## src/logic/scp_defines.svh

```systemverilog
/*
  Constants of the serial configuration port: register offsets, field
  positions, reset values and timing counts.
  Assumes inclusion by bare name from any file that needs them.
*/
`ifndef SCP_DEFINES_SVH
`define SCP_DEFINES_SVH

// Register offsets
`define SCP_OFS_PORT_CFG 15'h0000
`define SCP_OFS_CHIP_TYPE 15'h0003
`define SCP_OFS_PROD_LO 15'h0004
`define SCP_OFS_PROD_HI 15'h0005
`define SCP_OFS_REVISION 15'h0006
`define SCP_OFS_POWER_DOWN 15'h0011
`define SCP_OFS_DUTY_CTRL 15'h0080
`define SCP_OFS_ALIGN_CTRL 15'h0081
`define SCP_OFS_BANDGAP 15'h01CD
`define SCP_OFS_TUNING_UPD 15'h0113

// Port configuration fields, mirrored pairs
`define SCP_CFG_RST_HI 7
`define SCP_CFG_RST_LO 0
`define SCP_CFG_LSB_HI 6
`define SCP_CFG_LSB_LO 1
`define SCP_CFG_INC_HI 5
`define SCP_CFG_INC_LO 2
`define SCP_CFG_SDO_HI 4
`define SCP_CFG_SDO_LO 3

// Other fields
`define SCP_DUTY_EN_BIT 2
`define SCP_ALIGN_PD_BIT 4
`define SCP_TUNING_REQ_BIT 0

// Reset values
`define SCP_RST_PORT_CFG 8'h00
`define SCP_RST_POWER_DOWN 8'h00
`define SCP_RST_DUTY_CTRL 8'h00
`define SCP_RST_ALIGN_CTRL 8'h00
`define SCP_RST_BANDGAP 8'h00

// Frame counts
`define SCP_INSTR_LAST 4'hF
`define SCP_BYTE_LAST 4'h7

// Timing
`define SCP_SCLK_MAX_MHZ 10
`define SCP_CLK_MHZ 25
`define SCP_SCLK_MIN_CYCLES ((`SCP_CLK_MHZ + `SCP_SCLK_MAX_MHZ - 1) / `SCP_SCLK_MAX_MHZ)

`endif

```

## src/logic/scp_pkg.sv

```systemverilog
/*
  Types of the serial configuration port.
  Assumes nothing of its surroundings.
*/
`default_nettype none

package scp_pkg;

  typedef enum logic [1:0] {
    SCP_PH_IDLE  = 2'b00,
    SCP_PH_INSTR = 2'b01,
    SCP_PH_DATA  = 2'b10
  } scp_phase_t;

  typedef struct packed {
    logic sclk;
    logic cs_n;
    logic sdio;
  } scp_pins_t;

  typedef struct packed {
    logic bandgap_pd;
    logic [1:0] converter_power_down;
    logic digital_clk_pd;
    logic [1:0] channel_clock_power_down;
    logic parallel_clk_pd;
    logic clk_receiver_pd;
  } scp_power_t;

  typedef struct packed {
    scp_phase_t phase;
    logic [3:0] bcnt;
    logic [15:0] shreg;
    logic rw;
    logic [14:0] addr;
    logic [7:0] rd_byte;
    logic out_bit;
    logic sclk_prev;
    logic [7:0] port_cfg;
    scp_power_t power_down;
    logic [7:0] duty_ctrl;
    logic [7:0] align_ctrl;
    logic [7:0] bandgap;
    logic tuning_req;
  } scp_state_t;

endpackage

`default_nettype wire

```

## src/logic/scp_sync.sv

```systemverilog
/*
  Two-stage synchroniser for a group of pin levels.
  Assumes inputs asynchronous to clock_i; only stage two is read outside.
*/
`default_nettype none

module scp_sync #(
  parameter int WIDTH = 3
) (
  // Clock and reset
  input wire logic clock_i,
  input wire logic arst_n_i,
  // Levels
  input wire logic [WIDTH-1:0] d_i,
  output logic [WIDTH-1:0] q_o
);

  logic [WIDTH-1:0] meta_q;
  logic [WIDTH-1:0] sync_q;

  always_ff @(posedge clock_i or negedge arst_n_i) begin
    if (!arst_n_i) begin
      meta_q <= '0;
      sync_q <= '0;
    end else begin
      meta_q <= d_i;
      sync_q <= meta_q;
    end
  end

  assign q_o = sync_q;

endmodule

`default_nettype wire

```

## src/logic/scp_core.sv

```systemverilog
/*
  Serial configuration port: pin-level slave with its register file.
  Assumes the host drives serial clock, chip select and data as a serial
  master no faster than the device clock allows; pins are asynchronous.
*/
`include "scp_defines.svh"
`default_nettype none

module scp_core
  import scp_pkg::*;
#(
  parameter logic [7:0] CHIP_TYPE = 8'h5A,      // Arbitrary value
  parameter logic [15:0] PRODUCT_CODE = 16'hA5C3, // Arbitrary value
  parameter logic [4:0] REVISION = 5'h11        // Arbitrary value
) (
  // Clock and reset
  input wire logic clock_i,
  input wire logic arst_n_i,
  // Serial pins from host
  input wire logic sclk_i,
  input wire logic cs_n_i,
  input wire logic sdio_i,
  // Serial pins to host
  output logic sdio_o,
  output logic sdio_oe_o,
  output logic serial_data_out_o,
  output logic serial_data_out_oe_o,
  // Configuration outputs
  output var scp_power_t power_down_o,
  output logic duty_correction_en_o,
  output logic alignment_input_power_down_o,
  output logic [7:0] bandgap_trim_o,
  output logic tuning_word_update_request_o
);

  scp_state_t s_q;
  scp_state_t s_d;
  scp_pins_t pin;
  logic rise;
  logic fall;
  logic lsb_first;
  logic addr_inc;
  logic four_wire;
  logic read_drive;
  logic [15:0] shifted;
  logic [7:0] data_byte;

  scp_sync #(
    .WIDTH(3)
  ) u_sync (
    .clock_i(clock_i),
    .arst_n_i(arst_n_i),
    .d_i({sclk_i, cs_n_i, sdio_i}),
    .q_o(pin)
  );

  function automatic logic [15:0] shift_in(input logic [15:0] sr, input logic b,
                                           input logic lsb);
    if (lsb) begin
      shift_in = {b, sr[15:1]};
    end else begin
      shift_in = {sr[14:0], b};
    end
  endfunction

  function automatic logic [7:0] read_reg(input logic [14:0] a, input scp_state_t st);
    case (a)
      `SCP_OFS_PORT_CFG: read_reg = st.port_cfg;
      `SCP_OFS_CHIP_TYPE: read_reg = CHIP_TYPE;
      `SCP_OFS_PROD_LO: read_reg = PRODUCT_CODE[7:0];
      `SCP_OFS_PROD_HI: read_reg = PRODUCT_CODE[15:8];
      `SCP_OFS_REVISION: read_reg = {3'h0, REVISION};
      `SCP_OFS_POWER_DOWN: read_reg = st.power_down;
      `SCP_OFS_DUTY_CTRL: read_reg = st.duty_ctrl;
      `SCP_OFS_ALIGN_CTRL: read_reg = st.align_ctrl;
      `SCP_OFS_BANDGAP: read_reg = st.bandgap;
      default: read_reg = 8'h00;
    endcase
  endfunction

  function automatic logic [14:0] next_addr(input logic [14:0] a, input logic inc);
    if (inc) begin
      next_addr = a + 15'h0001;
    end else begin
      next_addr = a - 15'h0001;
    end
  endfunction

  // Mirrored pairs: either bit of a pair selects the option
  assign lsb_first = s_q.port_cfg[`SCP_CFG_LSB_HI] | s_q.port_cfg[`SCP_CFG_LSB_LO];
  assign addr_inc = s_q.port_cfg[`SCP_CFG_INC_HI] | s_q.port_cfg[`SCP_CFG_INC_LO];
  assign four_wire = s_q.port_cfg[`SCP_CFG_SDO_HI] | s_q.port_cfg[`SCP_CFG_SDO_LO];

  // Edges of the sampled serial clock
  assign rise = pin.sclk & ~s_q.sclk_prev;
  assign fall = ~pin.sclk & s_q.sclk_prev;

  // Bit order and byte extraction
  assign shifted = shift_in(s_q.shreg, pin.sdio, lsb_first);
  assign data_byte = lsb_first ? shifted[15:8] : shifted[7:0];

  always_comb begin
    s_d = s_q;
    s_d.tuning_req = 1'b0;
    s_d.sclk_prev = pin.sclk;
    if (pin.cs_n) begin
      // Chip select high abandons any frame
      s_d.phase = SCP_PH_IDLE;
      s_d.bcnt = 4'h0;
    end else begin
      if (s_q.phase == SCP_PH_IDLE) begin
        s_d.phase = SCP_PH_INSTR;
      end
      if (rise) begin
        s_d.shreg = shifted;
        s_d.bcnt = s_q.bcnt + 4'h1;
        if (s_q.phase != SCP_PH_DATA) begin
          if (s_q.bcnt == `SCP_INSTR_LAST) begin
            // Instruction complete
            s_d.phase = SCP_PH_DATA;
            s_d.bcnt = 4'h0;
            s_d.rw = shifted[15];
            s_d.addr = shifted[14:0];
            s_d.rd_byte = read_reg(shifted[14:0], s_q);
          end
        end else if (s_q.bcnt == `SCP_BYTE_LAST) begin
          // Byte complete
          s_d.bcnt = 4'h0;
          if (!s_q.rw) begin
            case (s_q.addr)
              `SCP_OFS_PORT_CFG: begin
                if (data_byte[`SCP_CFG_RST_HI] | data_byte[`SCP_CFG_RST_LO]) begin
                  // Soft reset returns all writable registers to defaults
                  s_d.port_cfg = `SCP_RST_PORT_CFG;
                  s_d.power_down = `SCP_RST_POWER_DOWN;
                  s_d.duty_ctrl = `SCP_RST_DUTY_CTRL;
                  s_d.align_ctrl = `SCP_RST_ALIGN_CTRL;
                  s_d.bandgap = `SCP_RST_BANDGAP;
                end else begin
                  s_d.port_cfg = data_byte;
                end
              end
              `SCP_OFS_POWER_DOWN: s_d.power_down = data_byte;
              `SCP_OFS_DUTY_CTRL: s_d.duty_ctrl = data_byte;
              `SCP_OFS_ALIGN_CTRL: s_d.align_ctrl = data_byte;
              `SCP_OFS_BANDGAP: s_d.bandgap = data_byte;
              `SCP_OFS_TUNING_UPD: s_d.tuning_req = data_byte[`SCP_TUNING_REQ_BIT];
              default: s_d.tuning_req = 1'b0;
            endcase
          end
          s_d.addr = next_addr(s_q.addr, addr_inc);
          s_d.rd_byte = read_reg(next_addr(s_q.addr, addr_inc), s_q);
        end
      end
      if (fall && s_q.phase == SCP_PH_DATA) begin
        if (lsb_first) begin
          s_d.out_bit = s_q.rd_byte[s_q.bcnt[2:0]];
        end else begin
          s_d.out_bit = s_q.rd_byte[3'h7 - s_q.bcnt[2:0]];
        end
      end
    end
  end

  always_ff @(posedge clock_i or negedge arst_n_i) begin
    if (!arst_n_i) begin
      s_q <= '{
        phase: SCP_PH_IDLE,
        bcnt: 4'h0,
        shreg: 16'h0000,
        rw: 1'b0,
        addr: 15'h0000,
        rd_byte: 8'h00,
        out_bit: 1'b0,
        sclk_prev: 1'b0,
        port_cfg: `SCP_RST_PORT_CFG,
        power_down: `SCP_RST_POWER_DOWN,
        duty_ctrl: `SCP_RST_DUTY_CTRL,
        align_ctrl: `SCP_RST_ALIGN_CTRL,
        bandgap: `SCP_RST_BANDGAP,
        tuning_req: 1'b0
      };
    end else begin
      s_q <= s_d;
    end
  end

  // Read data drive, only inside a read data phase
  assign read_drive = ~pin.cs_n & (s_q.phase == SCP_PH_DATA) & s_q.rw;
  assign sdio_o = s_q.out_bit;
  assign sdio_oe_o = read_drive & ~four_wire;
  assign serial_data_out_o = s_q.out_bit;
  assign serial_data_out_oe_o = read_drive & four_wire;

  // Configuration outputs
  assign power_down_o = s_q.power_down;
  assign duty_correction_en_o = s_q.duty_ctrl[`SCP_DUTY_EN_BIT];
  assign alignment_input_power_down_o = s_q.align_ctrl[`SCP_ALIGN_PD_BIT];
  assign bandgap_trim_o = s_q.bandgap;
  assign tuning_word_update_request_o = s_q.tuning_req;
endmodule

`default_nettype wire

```

## config.mk

```make
export PLATFORM = sky130hd
export DESIGN_NAME = scp_core
export DESIGN_NICKNAME = d
export VERILOG_FILES = /design/src/logic/scp_pkg.sv /design/src/logic/scp_sync.sv /design/src/logic/scp_core.sv
export VERILOG_INCLUDE_DIRS = /design/src /design/src/logic
export SDC_FILE = /design/constraint.sdc
export NUM_CORES = 1
export LEC_CHECK = 0
export BUFFER_PORTS_ARGS = -buffer_cell sky130_fd_sc_hd__buf_2
export CORE_MARGIN = 2
export CORE_UTILIZATION = 57
export DETAILED_ROUTE_END_ITERATION = 8
export PLACE_DENSITY = 0.75
export REMOVE_ABC_BUFFERS = 1
export SLEW_MARGIN = 20
export SYNTH_ARGS = -nofsm -noshare
export SYNTH_HDL_FRONTEND = slang
export SYNTH_HIERARCHICAL = 1
export SYNTH_SLANG_ARGS = --single-unit
```

## constraint.sdc

```tcl
create_clock -name clock_i -period 7.8 [get_ports clock_i]
set_clock_uncertainty 0.1 [all_clocks]
set_input_delay 2.34 -clock clock_i [delete_from_list [all_inputs] [get_ports clock_i]]
set_output_delay 2.34 -clock clock_i [all_outputs]
set_load 0.005 [all_outputs]
```

==> results of run 1 <==
-- final timing paths --
path / start / endpoint / slack, ns
max: s_q[38]$_DFFE_PN0P_ / s_q[46]$_DFFE_PN0P_ / 3.31
min: u_sync/meta_q[0]$_DFF_PN0_ / u_sync/q_o[0]$_DFF_PN0_ / 0.26
max reg2reg: s_q[38]$_DFFE_PN0P_ / s_q[46]$_DFFE_PN0P_ / 3.31
min reg2reg: u_sync/meta_q[0]$_DFF_PN0_ / u_sync/q_o[0]$_DFF_PN0_ / 0.26
max in group asynchronous: arst_n_i / s_q[71]$_DFFE_PN0P_ / 4.61
min in group asynchronous: arst_n_i / s_q[59]$_DFFE_PN0P_ / 1.83
-- cell type report --
class	count	area, sq um	area share [%]
timing repair buffer	32	175	2.58
multi-input combinational	580	3710	54.8
tap	143	179	2.64
clock inverter	6	51.3	0.757
clock buffer	10	239	3.53
inverter	11	41.3	0.609
sequential	95	2380	35.1
-- power by group through the flow --
stage	sequential (mW)	combinational [mW]	clock, mW
floorplan	0.551	0.0900	0
global placement	0.561	0.137	0
detailed placement	0.563	0.140	0
CTS	0.553	0.141	0.445
global route	0.559	0.155	0.465
finish	0.556	0.143	0.439
-- cells by family after synthesis --
group	Yosys count	share of synthesized area (%)
flip-flops	95	36.4
buffers and inverters	89	6.81
adder cells (fa/ha/maj)	6	1.15
XOR/XNOR	13	1.86
multiplexers	28	5.29
AND/OR/NAND/NOR	296	23.8
AO/OA/AOI/OAI	237	24.6
-- layer usage --
layer  vias up  share of wire (%)
met5         -                  0
met4         0                2.6
met3        54                9.7
met2       349                 45
met1      2960                 43
li1       2730                  -
-- worst register-to-register path, delay by kind of cell, from the launching register on --
kind | cells | cell delay, ns
AOI/OAI and AO/OA | 4 | 1.11
xor gates and xnor gates | 1 | 0.37
adders and majority gates | 1 | 0.39
DFF | 1 | 0.72
and+or+nand+nor | 5 | 1.72
-- layout by cell type (no fill, tap or decap), types with 5 or more instances in the layout --
cell type	count
nand2b_1	9
o2111ai_1	5
o221ai_1	9
o22ai_1	8
nor2b_1	5
ha_1	6
or4_1	7
mux4_2	5
a22oi_1	13
inv_1	11
mux2i_1	20
nor2_1	56
clkbuf_16	9
or3_1	6
a22o_1	14
nor3_1	16
dfrtp_1	95
buf_2	26
or2_2	5
nand3b_1	5
a21o_1	6
buf_4	6
nor4_1	18
and2_1	19
nand3_1	14
o211ai_1	11
nand2_1	94
o21ai_1	7
a21oi_1	49
o21ai_0	60
o21a_1	10
xnor2_1	8
nand4_1	11
a31oi_1	6
-- sequential cells by signal (all words and copies together), names as in the netlist --
signal                        cells
u_sync/q_o                        3
duty_correction_en_o              1
alignment_input_power_down_o      1
power_down_o                      8
tuning_word_update_request_o      1
bandgap_trim_o                    8
u_sync/meta_q                     3
s_q                              69
sdio_o                            1
==> metrics, run 1 <==
Filler cells=986; delay of the slowest cell on the worst path=0.72 ns; Post-CTS Resized=0; DP HPWL=15100 microns; Most used DFF post-synth=dfrtp_1; setup TNS=0 ns; commonest cells in the synthesized netlist=dfrtp_1 (95), nand2_1 (94), o21ai_0 (60); # placed instances=861; CTS Buf Count=9; Cell Area, Placed=6480 sq um; Seq cells post-synth=95; final worst slack=3.31 ns; Ant. Diodes=0; Crit Path Max Fanout=17; global-route wire length before repair=32500 microns; layout cell share with drive strength beyond 1=11.6%; Final min period=4.49 ns; core area=11300 sq um; critical path depth=11; Switching Fraction=30.0%; Crit. End Element=flip-flop; Internal=0.796 mW; Distinct cells, synth=83; period utilization=57.6%; clock share of power=38.6%; met1 Resource Use GR=48.9%; Slew @ Worst Pin=0.967 ns; GRT met2 Usage=51.6%; Max Clk Rate=222 MHz; cells on worst reg2reg path=11; clk sinks=95; Die H=111 microns; Power Total=1.14 mW; busiest grt layer=met2; IO Port Bufs=27; clock tree from TritonCTS=yes; Synth area leaders=dfrtp_1 (36%), nand2_1 (5.4%), o21ai_0 (4.6%), a21oi_1 (3.8%), nor2_1 (3.3%); RSZ-0062 raised after global routing=false; GR Overflow Total=0; crit path kind=flip-flop to flip-flop; Hold Crit Depth=0; Synth async-reset ratio=100%; die area=12300 sq um; hold slack final=0.258 ns; site row count=39; P_sw=0.341 mW; # hold bufs at CTS=0; Hold Crit Class=flip-flop to flip-flop; WL final=20600 microns; crit-path cells=nor2_2 -> xnor2_1 -> ha_1 -> nand3_1 -> nor3_1 -> o21ai_2 -> a221oi_4 -> nand3_1 -> nor3_1 -> a221oi_1 -> o211ai_1; buffers and inverters on the worst path=0; Cell Pwr Density=168 nW/um^2; number of synthesized flops with an enable pin=0; Final Hold Vio Count=0; cells after synthesis=764; chip width=111 microns; via/cell ratio=6.95; # DRC=0; Tot GR Track Use=34.1%; combinational share of power=12.6%; CP arrival=4.67 ns; WL/cell=23.5 microns; Slew HR=35.1%; vias in the first global route=5685; Starting DRT DRC Count=892; DR vias=6093; Crit path max-delay family=simple AND/OR/NAND/NOR gates; Ports=28; part of the power in registers=48.9%; dpl ws=3.44 ns; synthesized area=6520 sq um; Finished Core Util=60.1%; count leader, synth=dfrtp_1; antenna-violating nets left=0; initial antenna violation count=0; clock buffer depth=2; H-tree depth=3; Seq/Total Area, Yosys=36.4%; Synthesis Warnings=6; setup violators final=0; Area growth, synth to finish=3.89%; nets@finish=740; status=finished, final reports clean; Setup Buffers After CTS=0; GR Util met3=8.64%; Peak VDD IR=173 uV; clk root buf=clkbuf_16; max-capacitance violation count=0; Synth top area share=36.4%; largest net degree at the start of global routing=62; DRT Pass-1 Iters=8; Final Non-Filler Cells=877; pins over their slew limit=0; GPL Wtd Cong=0.964; Initial Utilization=57.9%; Crit path required time=7.97 ns; clock slew seen by the registers of the worst setup and hold paths=0.07 ns; Syn Area/Cell=8.54 sq um; leakage=2.70 nW; Clk Latency, worst-skew pair=0.36 ns; Yosys top cell by area=dfrtp_1; Finished Cell Area=6780 sq um; crit start category=flip-flop; critical path's slowest cell=dfrtp_1
No activity file was read; power rests on OpenSTA's default activity.
==> run 2, diff against run 1 <==
PLACE_DENSITY = 0.78   (was 0.75)
clock period = 3.77 ns   (was 7.8 ns; I/O delays follow)
==> run 2 against run 1 <==
Compared with the run above:
- clock power rose by 98%
- setup slack got worse by 3.1 ns
- via count is 2.2% higher
- final cell count is 4.2% higher
- flip-flop and latch count stayed put
- final area increased by 3.9%
- first-iteration DRC count down 7.1%
- utilization rose by 2.3 points
- die area is the same
- total power grew 100%
- critical path type unchanged
- critical endpoint unchanged
- largest cell class unchanged
==> metrics, run 2 (synthesized netlist as in run 1, its figures left out) <==
chip width=111 microns; clock slew seen by the registers of the worst setup and hold paths=0.07 ns; WL final=21800 microns; Die H=111 microns; Starting DRT DRC Count=829; commonest non-fill, non-tap cell in the layout=dfrtp_1; Finished Cell Area=7040 sq um; DRT Pass-1 Iters=5; final worst slack=0.249 ns; clock tree from TritonCTS=yes; max-capacitance violation count=0; Crit. End Element=flip-flop; met1 Resource Use GR=53.5%; RSZ-0062 raised after global routing=false; largest net degree at the start of global routing=58; clk root buf=clkbuf_16; nets@finish=777; setup TNS=0 ns; Max Clk Rate=284 MHz; antenna-violating nets left=0; Area growth, synth to finish=7.94%; die area=12300 sq um; busiest grt layer=met2; # DRC=0; sequential cell area=2380 sq um; Biggest register=s_q; Slew HR=42.9%; Post-CTS Resized=0; clock buffer depth=2; Cell Pwr Density=330 nW/um^2; H-tree depth=3; CTS Buf Count=9; layout cell share with drive strength beyond 1=15.4%; worst reg2reg setup slack=0.25 ns; GRT met2 Usage=54.4%; Setup Buffers After CTS=0; via/cell ratio=6.82; GR Overflow Total=0; Tot GR Track Use=36.4%; clk sinks=95; period utilization=93.4%; WL/cell=23.8 microns; setup violators final=0; Slew @ Worst Pin=0.856 ns; Final min period=3.52 ns; Ports=28; DP HPWL=16100 microns; DR vias=6230; leakage=2.89 nW; Power Total=2.32 mW; number of flip-flops in the largest register=69; IO Port Bufs=27; Ant. Diodes=0; GR Util met3=5.58%; global-route wire length before repair=34400 microns; CP arrival=3.70 ns; # hold bufs at CTS=0; multi-input combinational cell area=3710 sq um; crit start category=flip-flop; GPL Wtd Cong=0.984; Finished Core Util=62.5%; vias in the first global route=5837; hold slack final=0.258 ns; Peak VDD IR=426 uV; pins over their slew limit=0; Filler cells=964; Final Non-Filler Cells=914; Hold Crit Class=flip-flop to flip-flop; site row count=39; crit path kind=flip-flop to flip-flop; Cell Area, Placed=6770 sq um; commonest cells after routing, fill and taps aside=dfrtp_1 (95), nand2_1 (94), o21ai_0 (60); Crit Path Max Fanout=12; Clk Latency, worst-skew pair=0.36 ns; status=finished, final reports clean; initial antenna violation count=0; Crit path required time=3.95 ns; Final Hold Vio Count=0; # placed instances=898; core area=11300 sq um; dpl ws=0.388 ns; Initial Utilization=57.9%
[run 2: changes by cell type in the layout (fill, tap and decap cells not counted), sizes merged]
cell      before  now
buf           32   69
clkinvlp       3    2
inv           14   12
clkinv         0    2
clkbuf        10   11
[run 2: report_power, final]
group          total, mW  internal, mW  switching, mW  leakage, nW
Combinational      0.298         0.113          0.185         1.51
Sequential          1.16          1.07         0.0892         1.25
Clock              0.868         0.448          0.420        0.126
[run 2: cell type report]
cell class	instances	area share, %
multi-input combinational	580	52.7
sequential	95	33.8
timing repair buffer	69	6.61
clock buffer	11	3.31
tap	143	2.54
inverter	11	0.586
clock inverter	5	0.480
[run 2: layer usage]
metal / vias up / wire length, microns
met5: - / 0
li1: 2812 / -
met4: 0 / 617
met1: 3019 / 9380
met2: 356 / 9670
met3: 43 / 2080
[run 2: path summary, 6_finish.rpt]
path / start / endpoint / depth (start not counted)
setup reg to reg: s_q[52]$_DFFE_PN0P_ / s_q[46]$_DFFE_PN0P_ / 11
hold / removal: u_sync/meta_q[1]$_DFF_PN0_ / u_sync/q_o[1]$_DFF_PN0_ / 0
setup / recovery: s_q[52]$_DFFE_PN0P_ / s_q[46]$_DFFE_PN0P_ / 11
max in group asynchronous: arst_n_i / power_down_o[4]$_DFFE_PN0P_ / 2
hold reg to reg: u_sync/meta_q[1]$_DFF_PN0_ / u_sync/q_o[1]$_DFF_PN0_ / 0
min in group asynchronous: arst_n_i / u_sync/meta_q[1]$_DFF_PN0_ / 1
[run 2: worst max-delay path, stage by stage (launching register included)]
cell      delay, ns
dfrtp_1        0.37
inv_1          0.16
xnor2_1        0.18
ha_1           0.25
nand3_1        0.22
nor3_1         0.41
o21ai_2        0.16
a221oi_4       0.45
nand3_1        0.43
nor3_1         0.39
a221oi_1       0.14
o211ai_1       0.17
